--- config.mk ---
export PLATFORM = sky130hd
export DESIGN_NAME = sar_acquisition_sequencer
export DESIGN_NICKNAME = d
export VERILOG_FILES = /design/src/rtl/sar_seq_pkg.sv /design/src/rtl/bit_clock_gen.sv /design/src/rtl/sar_acquisition_sequencer.sv
export SDC_FILE = /design/constraint.sdc
export NUM_CORES = 1
export LEC_CHECK = 0
export ABC_AREA = 1
export BUFFER_PORTS_ARGS = -buffer_cell sky130_fd_sc_hd__buf_4
export CAP_MARGIN = 20
export CORE_MARGIN = 1.5
export CORE_UTILIZATION = 54
export DETAILED_ROUTE_END_ITERATION = 16
export PLACE_DENSITY = 0.79
export SKIP_CTS_REPAIR_TIMING = 1
export SYNTH_ARGS = -nofsm -noshare
export SYNTH_HDL_FRONTEND = slang
export SYNTH_SLANG_ARGS = --single-unit
--- constraint.sdc ---
create_clock -name mclk -period 1.9 [get_ports mclk]
set_input_delay 0.38 -clock mclk [delete_from_list [all_inputs] [get_ports mclk]]
set_output_delay 0.38 -clock mclk [all_outputs]
set_load 0.005 [all_outputs]
--- src/rtl/sar_seq_pkg.sv ---
// Shared constants for the successive-approximation acquisition sequencer.
package sar_seq_pkg;
	// Result width per variant.
	localparam int unsigned WIDTH_14 = 14;
	localparam int unsigned WIDTH_15 = 15;
	// Clock period in picoseconds at 40 MHz.
	localparam int unsigned MCLK_PERIOD_PS = 25000;
	// Longest conversion time per variant, in microseconds.
	localparam int unsigned CONV_MAX_US_14 = 35;
	localparam int unsigned CONV_MAX_US_15 = 44;
	// Conversion time limits in mclk cycles, rounded down.
	localparam int unsigned CONV_MAX_CYC_14 = (CONV_MAX_US_14 * 1000000) / MCLK_PERIOD_PS;
	localparam int unsigned CONV_MAX_CYC_15 = (CONV_MAX_US_15 * 1000000) / MCLK_PERIOD_PS;
	// Least acquisition time per variant, in microseconds, kept for the host side.
	localparam int unsigned ACQ_MIN_US_14 = 4;
	localparam int unsigned ACQ_MIN_US_15 = 5;
	localparam int unsigned ACQ_MIN_CYC_14 = (ACQ_MIN_US_14 * 1000000 + MCLK_PERIOD_PS - 1) / MCLK_PERIOD_PS;
	localparam int unsigned ACQ_MIN_CYC_15 = (ACQ_MIN_US_15 * 1000000 + MCLK_PERIOD_PS - 1) / MCLK_PERIOD_PS;
	// Default mclk cycles per internal bit clock; a 14-bit conversion takes 15 ticks, 600 cycles, well below both limits.
	localparam int unsigned BIT_CLK_DIV = 40;
	// Result bits served by the lower byte gate.
	localparam int unsigned BYTE_BITS = 8;
	// Output coding selection.
	typedef enum logic [1:0] {
		CODE_STRAIGHT,
		CODE_OFFSET,
		CODE_TWOS
	} coding_t;
	// Sequencer states.
	typedef enum logic [1:0] {
		ST_IDLE,
		ST_START,
		ST_TRIAL,
		ST_DONE
	} seq_state_t;
endpackage

--- src/rtl/bit_clock_gen.sv ---
// Free-running internal bit clock, a one-cycle tick restarted at every conversion start.
module bit_clock_gen #(
	parameter int unsigned DIV = sar_seq_pkg::BIT_CLK_DIV
) (
	// Clock and reset
	input wire logic mclk,
	input wire logic rst,
	// Control
	input wire logic restart,
	output logic tick
);
	localparam int unsigned CW = $clog2(DIV + 1);
	logic [CW-1:0] cnt_q, cnt_d;

	always_comb begin
		cnt_d = cnt_q;
		tick = 1'b0;
		if (restart) begin
			cnt_d = '0;
		end else if (cnt_q == CW'(DIV - 1)) begin
			cnt_d = '0;
			tick = 1'b1;
		end else begin
			cnt_d = cnt_q + CW'(1);
		end
	end

	always_ff @(posedge mclk) begin
		if (rst) begin
			cnt_q <= '0;
		end else begin
			cnt_q <= cnt_d;
		end
	end
endmodule

--- src/rtl/sar_acquisition_sequencer.sv ---
// Track/hold control, successive-approximation bit cycle, busy flag and byte-gated outputs.
// How it works
// RULE_01: While the convert pulse is high the sample stage tracks the input; the code holds instead while busy is high.
// RULE_02: The convert pulse falling edge puts the stage in hold, starts a conversion and resets the sequencing logic.
// RULE_03: The host keeps the convert pulse high at least 4 us or 5 us before driving it low.
// RULE_04: Convert pulses arriving during a conversion are ignored until it ends.
// RULE_05: At conversion start the top result bit goes low and all other bits go high.
// RULE_06: Busy rises at conversion start and stays high for the whole conversion.
// RULE_07: Each bit from the top down is switched low on an internal clock edge and decided by the comparator; the code switches each trial bit high instead.
// RULE_08: Each bit trial takes exactly one internal clock cycle.
// RULE_09: A conversion finishes within 35 us or 44 us.
// RULE_10: Busy falls when the last bit is decided, marking the result valid.
// RULE_11: After busy falls the host reads the result through the two byte gates.
// RULE_12: Each byte gate is active low; bits are driven only while their gate is low.
// RULE_13: Unipolar results are straight binary, bipolar ones offset binary or two's complement.
// RULE_14: Two's complement supplies the inverted top bit, the other codings the true top bit.
// RULE_15: The host may tie both gates low to keep the result driven.
// RULE_16: The final result stands unchanged until the next conversion starts.
module sar_acquisition_sequencer #(
	parameter int unsigned WIDTH = sar_seq_pkg::WIDTH_14,
	parameter int unsigned BIT_DIV = sar_seq_pkg::BIT_CLK_DIV
) (
	// Clock and reset
	input wire logic mclk,
	input wire logic rst,
	// Conversion control from the host
	input wire logic convert,
	input wire sar_seq_pkg::coding_t coding,
	// Analog front-end interface
	output logic hold,
	input wire logic comp_above,
	output logic [WIDTH-1:0] dac_code,
	// Status
	output logic busy,
	// Byte-gated result bus
	input wire logic upper_byte_output_gate_n,
	input wire logic lower_byte_output_gate_n,
	output logic [WIDTH-1:0] data_out,
	output logic [WIDTH-1:0] data_oe
);
	localparam int unsigned LOW_BITS = sar_seq_pkg::BYTE_BITS;
	localparam int unsigned IW = $clog2(WIDTH);
	localparam logic [WIDTH-1:0] START_CODE = {1'b0, {(WIDTH-1){1'b1}}};
	localparam logic [WIDTH-1:0] TOP_TRIAL = {1'b1, {(WIDTH-1){1'b0}}};
	localparam logic [IW-1:0] TOP_IDX = IW'(WIDTH - 1);

	// Convert pulse edge detector.
	logic convert_q;
	logic convert_d;
	logic fall;
	logic restart;

	// Sequencer control.
	sar_seq_pkg::seq_state_t state_q;
	sar_seq_pkg::seq_state_t state_d;
	logic [IW-1:0] idx_q;
	logic [IW-1:0] idx_d;
	logic busy_q;
	logic busy_d;
	logic tick;
	logic first_step;
	logic trial_step;
	logic last_step;

	// Trial register driving the DAC; each bit has its own slice driver.
	logic [WIDTH-1:0] sar_q;
	wire logic [WIDTH-1:0] sar_d;

	// Result latch behind the output buffers.
	logic [WIDTH-1:0] out_q;
	logic [WIDTH-1:0] out_d;

	// Converts the register to the selected output coding.
	function automatic logic [WIDTH-1:0] encode(
		input logic [WIDTH-1:0] v,
		input sar_seq_pkg::coding_t c
	);
		logic [WIDTH-1:0] r;
		r = v;
		if (c == sar_seq_pkg::CODE_TWOS) begin
			r[WIDTH-1] = ~v[WIDTH-1]; // RULE_14
		end
		return r; // RULE_13
	endfunction

	// Tells whether the trial index points at the given bit position.
	function automatic logic at_bit(
		input logic [IW-1:0] idx,
		input int unsigned pos
	);
		return 32'(idx) == pos;
	endfunction

	// Next value of one trial register bit; a load wins over a decision, a decision over a raise.
	function automatic logic trial_bit(
		input logic keep,
		input logic load,
		input logic load_val,
		input logic decide,
		input logic raise,
		input logic comp
	);
		logic r;
		r = keep;
		if (load) begin
			r = load_val;
		end else if (decide) begin
			r = comp;
		end else if (raise) begin
			r = 1'b1;
		end
		return r;
	endfunction

	// Tells whether the byte gate that owns a bit position is asserted.
	function automatic logic gate_open(
		input int unsigned pos,
		input logic upper_n,
		input logic lower_n
	);
		logic r;
		r = !upper_n;
		if (pos < LOW_BITS) begin
			r = !lower_n;
		end
		return r;
	endfunction

	always_comb begin
		convert_d = convert;
	end

	// Resetting the copy low means a pulse that is already low at reset release never starts a conversion.
	always_ff @(posedge mclk) begin
		if (rst) begin
			convert_q <= 1'b0;
		end else begin
			convert_q <= convert_d;
		end
	end

	assign fall = convert_q && !convert;
	// A falling edge only counts while no conversion runs.
	assign restart = fall && !busy_q; // RULE_04

	bit_clock_gen #(
		.DIV(BIT_DIV)
	) u_bit_clk (
		.mclk(mclk),
		.rst(rst),
		.restart(restart),
		.tick(tick)
	);

	// Trial steps happen on internal clock ticks only.
	assign first_step = tick && (state_q == sar_seq_pkg::ST_START); // RULE_07
	assign trial_step = tick && (state_q == sar_seq_pkg::ST_TRIAL); // RULE_08
	assign last_step = trial_step && (idx_q == '0); // RULE_10

	always_comb begin
		state_d = state_q;
		idx_d = idx_q;
		busy_d = busy_q;
		case (state_q)
			sar_seq_pkg::ST_IDLE, sar_seq_pkg::ST_DONE: begin
				if (restart) begin
					idx_d = TOP_IDX; // RULE_02
					busy_d = 1'b1; // RULE_06
					state_d = sar_seq_pkg::ST_START;
				end
			end
			sar_seq_pkg::ST_START: begin
				if (first_step) begin
					state_d = sar_seq_pkg::ST_TRIAL;
				end
			end
			sar_seq_pkg::ST_TRIAL: begin
				if (last_step) begin
					busy_d = 1'b0; // RULE_10 RULE_09
					state_d = sar_seq_pkg::ST_DONE;
				end else if (trial_step) begin
					idx_d = idx_q - IW'(1); // RULE_08
				end
			end
			default: begin
				state_d = sar_seq_pkg::ST_IDLE;
				busy_d = 1'b0;
			end
		endcase
	end

	always_ff @(posedge mclk) begin
		if (rst) begin
			state_q <= sar_seq_pkg::ST_IDLE;
			idx_q <= '0;
			busy_q <= 1'b0;
		end else begin
			state_q <= state_d;
			idx_q <= idx_d;
			busy_q <= busy_d;
		end
	end

	// Each slice is loaded at start, set to the top trial on the first tick, decided while under
	// trial and raised when it is the next one to be tried, so decision and next trial share an edge.
	genvar g;
	generate
		for (g = 0; g < WIDTH; g++) begin : g_bit
			assign sar_d[g] = trial_bit(
				sar_q[g],
				restart || first_step,
				restart ? START_CODE[g] : TOP_TRIAL[g],
				trial_step && at_bit(idx_q, g),
				trial_step && !last_step && at_bit(idx_q, g + 1),
				comp_above
			); // RULE_05 RULE_07
		end
	endgenerate

	always_ff @(posedge mclk) begin
		if (rst) begin
			sar_q <= '0;
		end else begin
			sar_q <= sar_d;
		end
	end

	// The latch changes only at a conversion start or at the last decision, so a read between
	// conversions always sees the finished result.
	always_comb begin
		out_d = out_q;
		if (restart) begin
			out_d = START_CODE; // RULE_05
		end else if (last_step) begin
			out_d = encode(sar_d, coding); // RULE_13
		end
	end

	always_ff @(posedge mclk) begin
		if (rst) begin
			out_q <= '0;
		end else begin
			out_q <= out_d; // RULE_16
		end
	end

	// Hold follows the convert level once idle, and stays in hold through a conversion.
	assign hold = busy_q || !convert; // RULE_01 RULE_02
	assign busy = busy_q; // RULE_06
	assign dac_code = sar_q;
	assign data_out = out_q;

	generate
		for (g = 0; g < WIDTH; g++) begin : g_oe
			assign data_oe[g] = gate_open(g, upper_byte_output_gate_n, lower_byte_output_gate_n); // RULE_12
		end
	endgenerate
endmodule

Word level (Yosys, flattened, before mapping)
Index checks and enable logic that the tools add are counted.
- logic and storage cells: 145
- output and inout bits: 44
- flip-flop bits (word level): 42
- add/sub/neg operators: 2
- equal/unequal tests: 24
- bitwise logic cells: 1
- reductions and logical operators: 50
- multiplexer cells: 60
- operators with widths (kind ; number):
    1-bit two-way mux ; 49
    1-bit logical AND ; 33
    4-bit == test (second input constant) ; 7
    13-bit two-way mux ; 2
    4-bit by 3-bit == test with 1-bit output (second input constant) ; 4
    4-bit two-way mux ; 3
    2-bit != test (second input constant) ; 5
    4-bit by 2-bit == test with 1-bit output (second input constant) ; 2
    4-bit case mux with 2 select lines ; 1
    6-bit by 1-bit adder with 6-bit output (second input constant) ; 1
    2-bit == test (second input constant) ; 3
    6-bit == test (second input constant) ; 1
    2-bit two-way mux ; 3
    2-bit case mux with 3 select lines ; 1
    3-bit AND reduction ; 2
    1-bit zero test ; 5
    4-bit by 1-bit == test with 1-bit output (second input constant) ; 1
    4-bit zero test ; 1
    4-bit AND reduction ; 1
    2-bit nonzero test ; 2
    2-bit OR reduction ; 2
    4-bit by 1-bit subtractor with 4-bit output (second input constant) ; 1
    3-bit OR reduction ; 1
    2-bit by 1-bit == test with 1-bit output (second input constant) ; 1
    other kinds (4) ; 5

Logic depth before layout (Yosys ltp)
Gate-level depths: netlist of run 1.
- depth after elaboration: 14
- mapped depth: 14
- mapped depth without buffers: 14

By module
A second synthesis of run 1 with hierarchy kept.
- cell total of the unflattened synthesis: 309
- area, all modules: 2233.4 sq um
- modules (own cells, without submodules) (module ; cells an instance ; area each (sq um) ; instances):
    sar_acquisition_sequencer ; 273 ; 1964.4 ; 1
    bit_clock_gen ; 36 ; 269.0 ; 1

Least setup slack after synthesis of run 1
No wires, ideal clock.
- path kind: reg2reg
- start point: register u_bit_clk.cnt_q[0]
- end point: register state_q[0]
- path slack: 318 ps
- period minus slack after synthesis: 1582 ps
- data required time: 1768 ps
- library setup time: 132 ps
- arrival time: 1450 ps
- path buffers: 0
- stages on the path, launching flop included: 11
- path through: dfxtp_1 -> ha_1 -> nand3_2 -> nor2_4 -> nand2_4 -> nor2_8 -> nand2_4 -> a22oi_2 -> nand2_1 -> nand2_1 -> a21oi_1
- word-level cells in the longest chain between the ends: 7
- elaborated cells between the ends (all ways): 9
- those cells by class: 3 x eq/ne; 2 x mux; 4 x reduce/logical
- RTL lines (item ; RTL line ; source):
    start, declared ; bit_clock_gen.sv:13 ; logic [CW-1:0] cnt_q, cnt_d;
    start signal, assigned ; bit_clock_gen.sv:32 ; cnt_q <= cnt_d;
    6-bit == test (*) ; bit_clock_gen.sv:20 ; end else if (cnt_q == CW'(DIV - 1)) begin
    1-bit two-way mux (*) ; bit_clock_gen.sv:20 ;
    1-bit two-way mux (*) ; bit_clock_gen.sv:18 ; if (restart) begin
    1-bit logical AND ; sar_acquisition_sequencer.sv:157 ; assign trial_step = tick && (state_q == sar_seq_pkg::ST_TRIAL);
    1-bit logical AND ; sar_acquisition_sequencer.sv:158 ; assign last_step = trial_step && (idx_q == '0);
    2-bit != test (no line) ; n/a ;
    3-bit AND reduction (no line) (*) ; n/a ;
    end signal, assigned ; sar_acquisition_sequencer.sv:194 ; state_q <= sar_seq_pkg::ST_IDLE;
    end signal, assigned ; sar_acquisition_sequencer.sv:198 ; state_q <= state_d;
    end, declared ; sar_acquisition_sequencer.sv:54 ; sar_seq_pkg::seq_state_t state_q;
Every way passes the cells marked *; elsewhere a longest branch is shown, timed or not.
A chain may end at the register's enable or synchronous reset.

Final worst setup path of run 1
- start point: register u_bit_clk.cnt_q[0]
- end point: register out_q[7], in the netlist data_out[7]
- word-level cells in the longest chain between the ends: 13
- elaborated cells between the ends (all ways): 17
- those cells by class: 1 x eq/ne; 7 x mux; 9 x reduce/logical
- RTL lines (item ; RTL line ; source):
    6-bit == test (*) ; bit_clock_gen.sv:20 ;
    1-bit two-way mux (*) ; bit_clock_gen.sv:20 ;
    1-bit two-way mux (*) ; bit_clock_gen.sv:18 ;
    1-bit logical AND ; sar_acquisition_sequencer.sv:157 ;
    1-bit logical AND ; sar_acquisition_sequencer.sv:158 ;
    1-bit zero test ; sar_acquisition_sequencer.sv:214 ; trial_step && !last_step && at_bit(idx_q, g + 1),
    1-bit logical AND (2 in a row) ; sar_acquisition_sequencer.sv:214 ;
    1-bit two-way mux ; sar_acquisition_sequencer.sv:109 ; end else if (raise) begin
    1-bit two-way mux ; sar_acquisition_sequencer.sv:107 ; end else if (decide) begin
    1-bit two-way mux ; sar_acquisition_sequencer.sv:105 ; if (load) begin
    13-bit two-way mux ; sar_acquisition_sequencer.sv:234 ; end else if (last_step) begin
    13-bit two-way mux ; sar_acquisition_sequencer.sv:232 ; if (restart) begin
    end signal, assigned ; sar_acquisition_sequencer.sv:243 ; out_q <= out_d;
    end, declared ; sar_acquisition_sequencer.sv:70 ; logic [WIDTH-1:0] out_q;
Every way passes the cells marked *; elsewhere a longest branch is shown, timed or not. The select of a mux whose other input is x is not followed.

==> results of run 1 <==
==> worst reg2reg max path: cells and delay by family, from the launching register on <==
kind                       cells  cell delay, ns
DFF                            1            0.37
and+or+nand+nor                9            1.03
buffers and inverters          2            0.20
adders and majority gates      1            0.15
==> logic make-up (layout without fill, tap and decap cells) <==
| kind of cell | after synthesis | after routing | share of synthesized area |
|---|---|---|---|
| XOR/XNOR | 3 | 3 | 0.0108 |
| AND/OR/NAND/NOR | 143 | 143 | 0.327 |
| buffers and inverters | 82 | 128 | 0.168 |
| AO/OA/AOI/OAI | 46 | 46 | 0.107 |
| flip-flops | 42 | 42 | 0.346 |
| adder cells (fa/ha/maj) | 8 | 8 | 0.0412 |
==> state kept, by name (all words and copies together), names as in the netlist <==
signal,count
dac_code,14
data_out,14
u_bit_clk.cnt_q,6
idx_q,4
state_q,2
busy,1
convert_q,1
==> stage by stage <==
step	power (mW)	hold slack (ns)	worst slack, ns	cells
after global placement	2.12	0.430	0.143	409
after floorplan	1.87	0.418	0.318	324
final	2.86	0.303	0.107	422
after CTS	2.85	0.297	0.0853	417
after global routing	3.04	0.311	-0.0177	422
after detailed placement	2.14	0.444	0.107	409
==> power groups by stage <==
stage | Clock (mW) | Combinational, mW | Sequential, mW
after detailed placement | 0 | 1.02 | 1.12
after CTS | 0.717 | 1.03 | 1.10
after floorplan | 0 | 0.784 | 1.09
final | 0.704 | 1.04 | 1.11
after global placement | 0 | 1.00 | 1.12
after global routing | 0.746 | 1.17 | 1.12
==> how the worst max path moves through the flow <==
| stage | from | to | slack (ns) | cells past startpoint |
|---|---|---|---|---|
| after floorplan | u_bit_clk.cnt_q[0] | state_q[0] | 0.32 | 10 |
| after global placement | idx_q[0] | data_out[12] | 0.14 | 9 |
| after detailed placement | u_bit_clk.cnt_q[0] | data_out[3] | 0.11 | 12 |
| after CTS | u_bit_clk.cnt_q[0] | data_out[3] | 0.09 | 12 |
| after global routing | u_bit_clk.cnt_q[0] | data_out[8] | -0.02 | 12 |
| final | u_bit_clk.cnt_q[0] | data_out[7] | 0.11 | 12 |
==> cell type report <==
class                      instances  share of cell area
inverter                          59              0.0809
timing repair buffer              61               0.158
clock buffer                       5              0.0237
multi-input combinational        200               0.411
tap                               52              0.0224
sequential                        42               0.291
clock inverter                     3              0.0138
==> layer usage <==
metal	GRT usage	vias up	wire length, um
met5	0	-	0
met3	0.0519	8	225
li1	-	1114	-
met1	0.279	988	2520
met4	0.0876	0	97
met2	0.379	43	2680
==> cells in the final DEF (no fill, tap or decap), drive strengths merged, types with 2 or more instances in the layout <==
cell type / n
buf: 61
inv: 58
nand2: 49
nand3: 45
dfxtp: 42
nor2: 26
a21oi: 24
o21ai: 19
nand3b: 11
ha: 8
clkbuf: 5
nor3: 4
xor2: 3
nand4: 3
nor3b: 3
clkinv: 2
bufinv: 2
==> synth_stat cells, types with 4 or more instances <==
library cell / instances / share of area
a21oi_1: 22 / 0.045
buf_4: 12 / 0.037
clkbuf_1: 4 / 0.0062
dfxtp_1: 42 / 0.35
ha_1: 8 / 0.041
inv_1: 52 / 0.080
inv_2: 6 / 0.0093
nand2_1: 45 / 0.070
nand3_1: 39 / 0.080
nand3_2: 5 / 0.021
nand3b_1: 10 / 0.031
nor2_1: 19 / 0.029
nor2_4: 5 / 0.023
nor3_1: 4 / 0.0082
o21ai_0: 10 / 0.021
o21ai_1: 9 / 0.019
==> run_summary.xml, run 1 <==
<?xml version="1.0" encoding="UTF-8"?>
<metrics>
  <group name="sta">
    <metric name="timing.clock.skew" unit="ns">0.00510</metric>
    <metric name="fin_tns_setup" unit="ns">0</metric>
    <metric name="finalHoldViolCount" unit="">0</metric>
    <metric name="clock.fmax" unit="MHz">558</metric>
    <metric name="layout_min_cycle_time" unit="ns">1.79</metric>
    <metric name="max_slew_margin" unit="">0.685</metric>
    <metric name="timing_max_transition_violations_final" unit="">0</metric>
    <metric name="worst-slew-pin-transition" unit="ns">0.470</metric>
    <metric name="count_of_endpoints_failing_setup_in_the_final_report" unit="">0</metric>
    <metric name="final.period_utilization" unit="">0.944</metric>
  </group>
  <group name="clock_network">
    <metric name="h_tree_depth" unit="">2</metric>
    <metric name="cts_tree" unit="">built</metric>
    <metric name="cts.clk_slew.worst_paths" unit="ns">0.08</metric>
    <metric name="cts_root_buf" unit="">clkbuf_8</metric>
    <metric name="cts-buffers-inserted" unit="">5</metric>
    <metric name="clkLatencyLatePin" unit="ns">0.30</metric>
    <metric name="cts_max_path_buffers" unit="">2</metric>
    <metric name="cts.sink_count" unit="">42</metric>
  </group>
  <group name="route">
    <metric name="vias" unit="">2153</metric>
    <metric name="post_drt_via_cell_ratio" unit="">5.10</metric>
    <metric name="drt-pass1-iter-count" unit="">4</metric>
    <metric name="dr.first_iter.drc_count" unit="">83</metric>
    <metric name="avgRoutedWirePerCell" unit="um">13.1</metric>
    <metric name="dr_drc_count" unit="">0</metric>
    <metric name="routed_wl" unit="um">5520</metric>
    <metric name="ant_nets" unit="">0</metric>
  </group>
  <group name="setup_path">
    <metric name="timing.critical_path.mode_cell" unit="">nand3_1</metric>
    <metric name="worstPathCellList" unit="">ha_4 -&gt; nand3_2 -&gt; nor2_4 -&gt; nand2_4 -&gt; nor2_8 -&gt; buf_4 -&gt; nand3_1 -&gt; nand3b_1 -&gt; nand3_1 -&gt; nand3_1 -&gt; nand2_1 -&gt; inv_1</metric>
    <metric name="reg2reg_depth" unit="">12</metric>
    <metric name="path_delay_family" unit="">simple AND/OR/NAND/NOR gates</metric>
    <metric name="regToRegSetupSlack" unit="ns">0.11</metric>
    <metric name="cp_data_arrival_time" unit="ns">2.05</metric>
    <metric name="cpMaxStageDelayCell" unit="">dfxtp_2</metric>
    <metric name="worstPathRequired" unit="ns">2.15</metric>
    <metric name="critical-path-max-stage-delay" unit="ns">0.37</metric>
    <metric name="critical_path_buf_inv_count" unit="">2</metric>
    <metric name="worst-path-max-fanout" unit="">6</metric>
    <metric name="timing.setup.critical_path_class" unit="">flop to flop</metric>
    <metric name="r2r-start" unit="">u_bit_clk.cnt_q[0]</metric>
    <metric name="type_of_origin_of_the_critical_path" unit="">flop</metric>
    <metric name="rr_endpoint" unit="">data_out[7]</metric>
    <metric name="cp-end-kind" unit="">flop</metric>
  </group>
  <group name="cells_and_area">
    <metric name="layout.nets" unit="">385</metric>
    <metric name="area.growth.synth_to_final" unit="%">19.7</metric>
    <metric name="final_cell_area" unit="mm^2">0.00291</metric>
    <metric name="filler_cell_count" unit="">363</metric>
    <metric name="multiInputGateArea" unit="mm^2">0.00119</metric>
    <metric name="sequential_cell_area" unit="um^2">845</metric>
    <metric name="layout-drive-gt1-share" unit="">0.278</metric>
    <metric name="antenna_cells" unit="">0</metric>
    <metric name="finish.utilization" unit="">0.668</metric>
  </group>
  <group name="placement">
    <metric name="place.port_buffers" unit="">51</metric>
    <metric name="gpl.final_weighted_congestion" unit="">0.864</metric>
    <metric name="hpwl" unit="um">3990</metric>
    <metric name="area_of_placed_instances" unit="mm^2">0.00274</metric>
  </group>
  <group name="power_and_ir_drop">
    <metric name="flop_pwr_share" unit="">0.388</metric>
    <metric name="vdd.ir_drop.worst" unit="V">0.000545</metric>
    <metric name="netSwitchingFraction" unit="">0.367</metric>
    <metric name="netSwitchingPower" unit="mW">1.05</metric>
    <metric name="p_per_area" unit="mW/mm^2">984</metric>
    <metric name="share_clk_of_total_power" unit="">0.246</metric>
    <metric name="p_leak" unit="nW">1.48</metric>
    <metric name="combinational_power_share" unit="">0.365</metric>
    <metric name="p_int" unit="mW">1.81</metric>
  </group>
  <group name="global_route">
    <metric name="largest_net_degree_at_the_start_of_global_routing" unit="">28</metric>
    <metric name="globalRoute.totalOverflow" unit="">0</metric>
    <metric name="gr-usage-all-layers" unit="">0.225</metric>
    <metric name="antenna_found_initial" unit="">0</metric>
    <metric name="first_global_vias" unit="">2034</metric>
    <metric name="grt_first_pass_wirelength" unit="um">8940</metric>
  </group>
  <group name="logic_synthesis">
    <metric name="mappedNetlistArea" unit="mm^2">0.00243</metric>
    <metric name="synth_seq_cells" unit="">42</metric>
    <metric name="synth_enable_flop_cells" unit="">0</metric>
    <metric name="synthArstFlopShare" unit="">0</metric>
    <metric name="synthesis.instances" unit="">324</metric>
    <metric name="postSynthAreaPerCell" unit="um^2">7.50</metric>
    <metric name="synth_nets" unit="">340</metric>
    <metric name="synth-main-ff-cell" unit="">dfxtp_1</metric>
    <metric name="synth.lib_cells_used.distinct" unit="">37</metric>
    <metric name="ys_warn_count" unit="">0</metric>
    <metric name="sequential_to_total_area_share_from_yosys_stat" unit="">0.346</metric>
  </group>
  <group name="floorplanning">
    <metric name="placement_rows" unit="">24</metric>
    <metric name="floorplan.die.width" unit="um">70.1</metric>
    <metric name="die_footprint" unit="mm^2">0.00491</metric>
    <metric name="initial_core_util" unit="">0.558</metric>
    <metric name="core-area" unit="mm^2">0.00435</metric>
    <metric name="top_level_ports" unit="">52</metric>
    <metric name="die_height" unit="um">70.1</metric>
  </group>
  <group name="hold_path">
    <metric name="start_point_of_the_worst_hold_path" unit="">convert</metric>
    <metric name="path_type_of_the_worst_min_delay_path" unit="">primary input to flop</metric>
    <metric name="hold_end" unit="">convert_q</metric>
    <metric name="hold_path_depth" unit="">3</metric>
  </group>
  <group name="job">
    <metric name="max_cap_viol_count" unit="">0</metric>
  </group>
  <group name="run_status">
    <metric name="status" unit="">finished, final reports clean</metric>
  </group>
</metrics>
No activity file was read; power rests on OpenSTA's default activity.
==> inputs of run 2 (changes only) <==
Settings changed: CORE_UTILIZATION 54 to 56, CTS_BUF_LIST from default to sky130_fd_sc_hd__clkbuf_8, PLACE_DENSITY 0.79 to 0.82, SLEW_MARGIN from default to 5.
==> run 2 against run 1 <==
Compared with the run above: sequential power hardly changed; clock skew is 0.0014 ns lower; core utilization is 3.8 points higher; design area is 0.82% lower; highest routed layer unchanged; flip-flop and latch count stayed put; first-iteration DRC count is 1.2% higher; critical endpoint is now data_out[13]; register-to-register slack hardly changed; critical path type unchanged; routed wire length is 2.7% lower; worst setup slack worse by 0.0037 ns; total power is 4.3% lower; clock power is 16% lower.
==> run_summary.xml, run 2 (synthesis gave the netlist of run 1 again) <==
<?xml version="1.0" encoding="UTF-8"?>
<metrics>
  <group name="power_and_ir_drop">
    <metric name="flop_pwr_share" unit="">0.408</metric>
    <metric name="finalPower" unit="mW">2.74</metric>
    <metric name="p_per_area" unit="mW/mm^2">949</metric>
    <metric name="combinational_power_share" unit="">0.376</metric>
    <metric name="vdd.ir_drop.worst" unit="V">0.000604</metric>
    <metric name="p_leak" unit="nW">1.47</metric>
    <metric name="netSwitchingPower" unit="mW">1.04</metric>
    <metric name="share_clk_of_total_power" unit="">0.217</metric>
    <metric name="netSwitchingFraction" unit="">0.379</metric>
    <metric name="p_int" unit="mW">1.70</metric>
  </group>
  <group name="global_route">
    <metric name="globalRoute.busiestLayer" unit="">met2</metric>
    <metric name="gr-usage-all-layers" unit="">0.245</metric>
    <metric name="globalRouteMet1Util" unit="">0.298</metric>
    <metric name="globalRoute.totalOverflow" unit="">0</metric>
    <metric name="antenna_found_initial" unit="">0</metric>
    <metric name="first_global_vias" unit="">1947</metric>
    <metric name="largest_net_degree_at_the_start_of_global_routing" unit="">28</metric>
    <metric name="grt.met3_usage" unit="">0.0552</metric>
    <metric name="grt_first_pass_wirelength" unit="um">8670</metric>
    <metric name="grt.met2_usage" unit="">0.424</metric>
  </group>
  <group name="sta">
    <metric name="timing_max_transition_violations_final" unit="">0</metric>
    <metric name="final.hold.worst_slack" unit="ns">0.297</metric>
    <metric name="fin_tns_setup" unit="ns">0</metric>
    <metric name="clock.fmax" unit="MHz">557</metric>
    <metric name="finalHoldViolCount" unit="">0</metric>
    <metric name="layout_min_cycle_time" unit="ns">1.80</metric>
    <metric name="worst-slew-pin-transition" unit="ns">0.458</metric>
    <metric name="count_of_endpoints_failing_setup_in_the_final_report" unit="">0</metric>
    <metric name="max_slew_margin" unit="">0.695</metric>
    <metric name="final.period_utilization" unit="">0.946</metric>
    <metric name="timing.clock.skew" unit="ns">0.00371</metric>
  </group>
  <group name="setup_path">
    <metric name="cp_data_arrival_time" unit="ns">2.00</metric>
    <metric name="type_of_origin_of_the_critical_path" unit="">flop</metric>
    <metric name="cpMaxStageDelayCell" unit="">dfxtp_4</metric>
    <metric name="critical_path_buf_inv_count" unit="">2</metric>
    <metric name="worstPathRequired" unit="ns">2.11</metric>
    <metric name="regToRegSetupSlack" unit="ns">0.10</metric>
    <metric name="worst-path-max-fanout" unit="">6</metric>
    <metric name="r2r-start" unit="">u_bit_clk.cnt_q[0]</metric>
    <metric name="worstPathCellList" unit="">ha_4 -&gt; nand3_4 -&gt; nor2_4 -&gt; buf_4 -&gt; nand3_4 -&gt; nor2_4 -&gt; nand2_1 -&gt; nand2_1 -&gt; nand2_1 -&gt; nand3_1 -&gt; nand3_1 -&gt; nand2_1 -&gt; inv_1</metric>
    <metric name="path_delay_family" unit="">simple AND/OR/NAND/NOR gates</metric>
    <metric name="timing.setup.critical_path_class" unit="">flop to flop</metric>
    <metric name="timing.critical_path.mode_cell" unit="">nand2_1</metric>
    <metric name="critical-path-max-stage-delay" unit="ns">0.37</metric>
    <metric name="cp-end-kind" unit="">flop</metric>
    <metric name="reg2reg_depth" unit="">13</metric>
    <metric name="rr_endpoint" unit="">data_out[13]</metric>
  </group>
  <group name="placement">
    <metric name="gpl.final_weighted_congestion" unit="">0.888</metric>
    <metric name="place.port_buffers" unit="">51</metric>
    <metric name="area_of_placed_instances" unit="mm^2">0.00272</metric>
    <metric name="hpwl" unit="um">3950</metric>
  </group>
  <group name="cells_and_area">
    <metric name="filler_cell_count" unit="">361</metric>
    <metric name="layout.nets" unit="">383</metric>
    <metric name="layout-drive-gt1-share" unit="">0.269</metric>
    <metric name="area.growth.synth_to_final" unit="%">18.7</metric>
    <metric name="most-common-layout-cells" unit="">buf_4, inv_1, nand2_1</metric>
    <metric name="sequential_cell_area" unit="um^2">847</metric>
    <metric name="layout.cells.most_common" unit="">buf_4</metric>
    <metric name="final_cell_area" unit="mm^2">0.00288</metric>
    <metric name="multiInputGateArea" unit="mm^2">0.00120</metric>
    <metric name="antenna_cells" unit="">0</metric>
  </group>
  <group name="floorplanning">
    <metric name="top_level_ports" unit="">52</metric>
    <metric name="placement_rows" unit="">23</metric>
    <metric name="floorplan.die.width" unit="um">68.9</metric>
    <metric name="die_height" unit="um">68.9</metric>
    <metric name="die_footprint" unit="mm^2">0.00474</metric>
    <metric name="initial_core_util" unit="">0.594</metric>
    <metric name="core-area" unit="mm^2">0.00409</metric>
  </group>
  <group name="clock_network">
    <metric name="clkLatencyLatePin" unit="ns">0.30</metric>
    <metric name="cts.sink_count" unit="">42</metric>
    <metric name="cts.clk_slew.worst_paths" unit="ns">0.08</metric>
    <metric name="cts_max_path_buffers" unit="">2</metric>
    <metric name="cts_tree" unit="">built</metric>
    <metric name="cts_root_buf" unit="">clkbuf_8</metric>
    <metric name="h_tree_depth" unit="">2</metric>
    <metric name="cts-buffers-inserted" unit="">5</metric>
  </group>
  <group name="route">
    <metric name="vias" unit="">2156</metric>
    <metric name="drt-pass1-iter-count" unit="">4</metric>
    <metric name="routed_wl" unit="um">5370</metric>
    <metric name="ant_nets" unit="">0</metric>
    <metric name="dr.first_iter.drc_count" unit="">84</metric>
    <metric name="avgRoutedWirePerCell" unit="um">12.9</metric>
    <metric name="dr_drc_count" unit="">0</metric>
    <metric name="post_drt_via_cell_ratio" unit="">5.16</metric>
  </group>
  <group name="hold_path">
    <metric name="hold_path_depth" unit="">3</metric>
    <metric name="start_point_of_the_worst_hold_path" unit="">convert</metric>
    <metric name="path_type_of_the_worst_min_delay_path" unit="">primary input to flop</metric>
    <metric name="hold_end" unit="">convert_q</metric>
  </group>
  <group name="run_status">
    <metric name="status" unit="">finished, final reports clean</metric>
  </group>
  <group name="job">
    <metric name="max_cap_viol_count" unit="">0</metric>
  </group>
</metrics>
==> run 2: per-layer routing <==
layer / wire [um] / share of wire
met5: 0 / 0
met4: 86 / 0.016
met1: 2400 / 0.45
met3: 287 / 0.053
met2: 2600 / 0.48
==> run 2: layout make-up <==
type / count / area share
Tap cell: 50 / 0.0217
Clock inverter: 2 / 0.00304
Sequential cell: 42 / 0.294
Inverter: 59 / 0.0816
Multi-Input combinational cell: 200 / 0.416
Clock buffer: 6 / 0.0286
Timing Repair Buffer: 59 / 0.155
==> run 2: power groups by stage <==
stage | clock (mW) | combinational, mW | sequential [mW]
2_1_floorplan | 0 | 0.784 | 1.09
3_3_place_gp | 0 | 0.981 | 1.12
3_5_place_dp | 0 | 1.00 | 1.13
4_1_cts | 0.604 | 1.01 | 1.11
5_1_grt | 0.636 | 1.15 | 1.13
6_report | 0.593 | 1.03 | 1.12
==> run 2: how the worst max path moves through the flow <==
stage	from	endpoint	cells after the start	slack (ns)
5_1_grt	u_bit_clk.cnt_q[0]	data_out[13]	13	-0.01
3_3_place_gp	convert	data_out[11]	10	0.17
4_1_cts	u_bit_clk.cnt_q[0]	data_out[3]	12	0.03
3_5_place_dp	u_bit_clk.cnt_q[0]	data_out[3]	12	0.05
2_1_floorplan	u_bit_clk.cnt_q[0]	state_q[0]	10	0.32
6_report	u_bit_clk.cnt_q[0]	data_out[13]	13	0.10
==> run 2: tightest hold or removal path: stages <==
cell and delay, ns:
buf_4 0.09, inv_2 0.03, nor2_1 0.06
==> run 2: through the flow <==
stage	std cells	utilization	setup slack, ns
floorplan	324	-	0.318
global placement	405	0.667	0.168
detailed placement	405	0.667	0.0468
CTS	413	0.689	0.0321
global route	418	0.705	-0.0111
finish	418	0.705	0.103
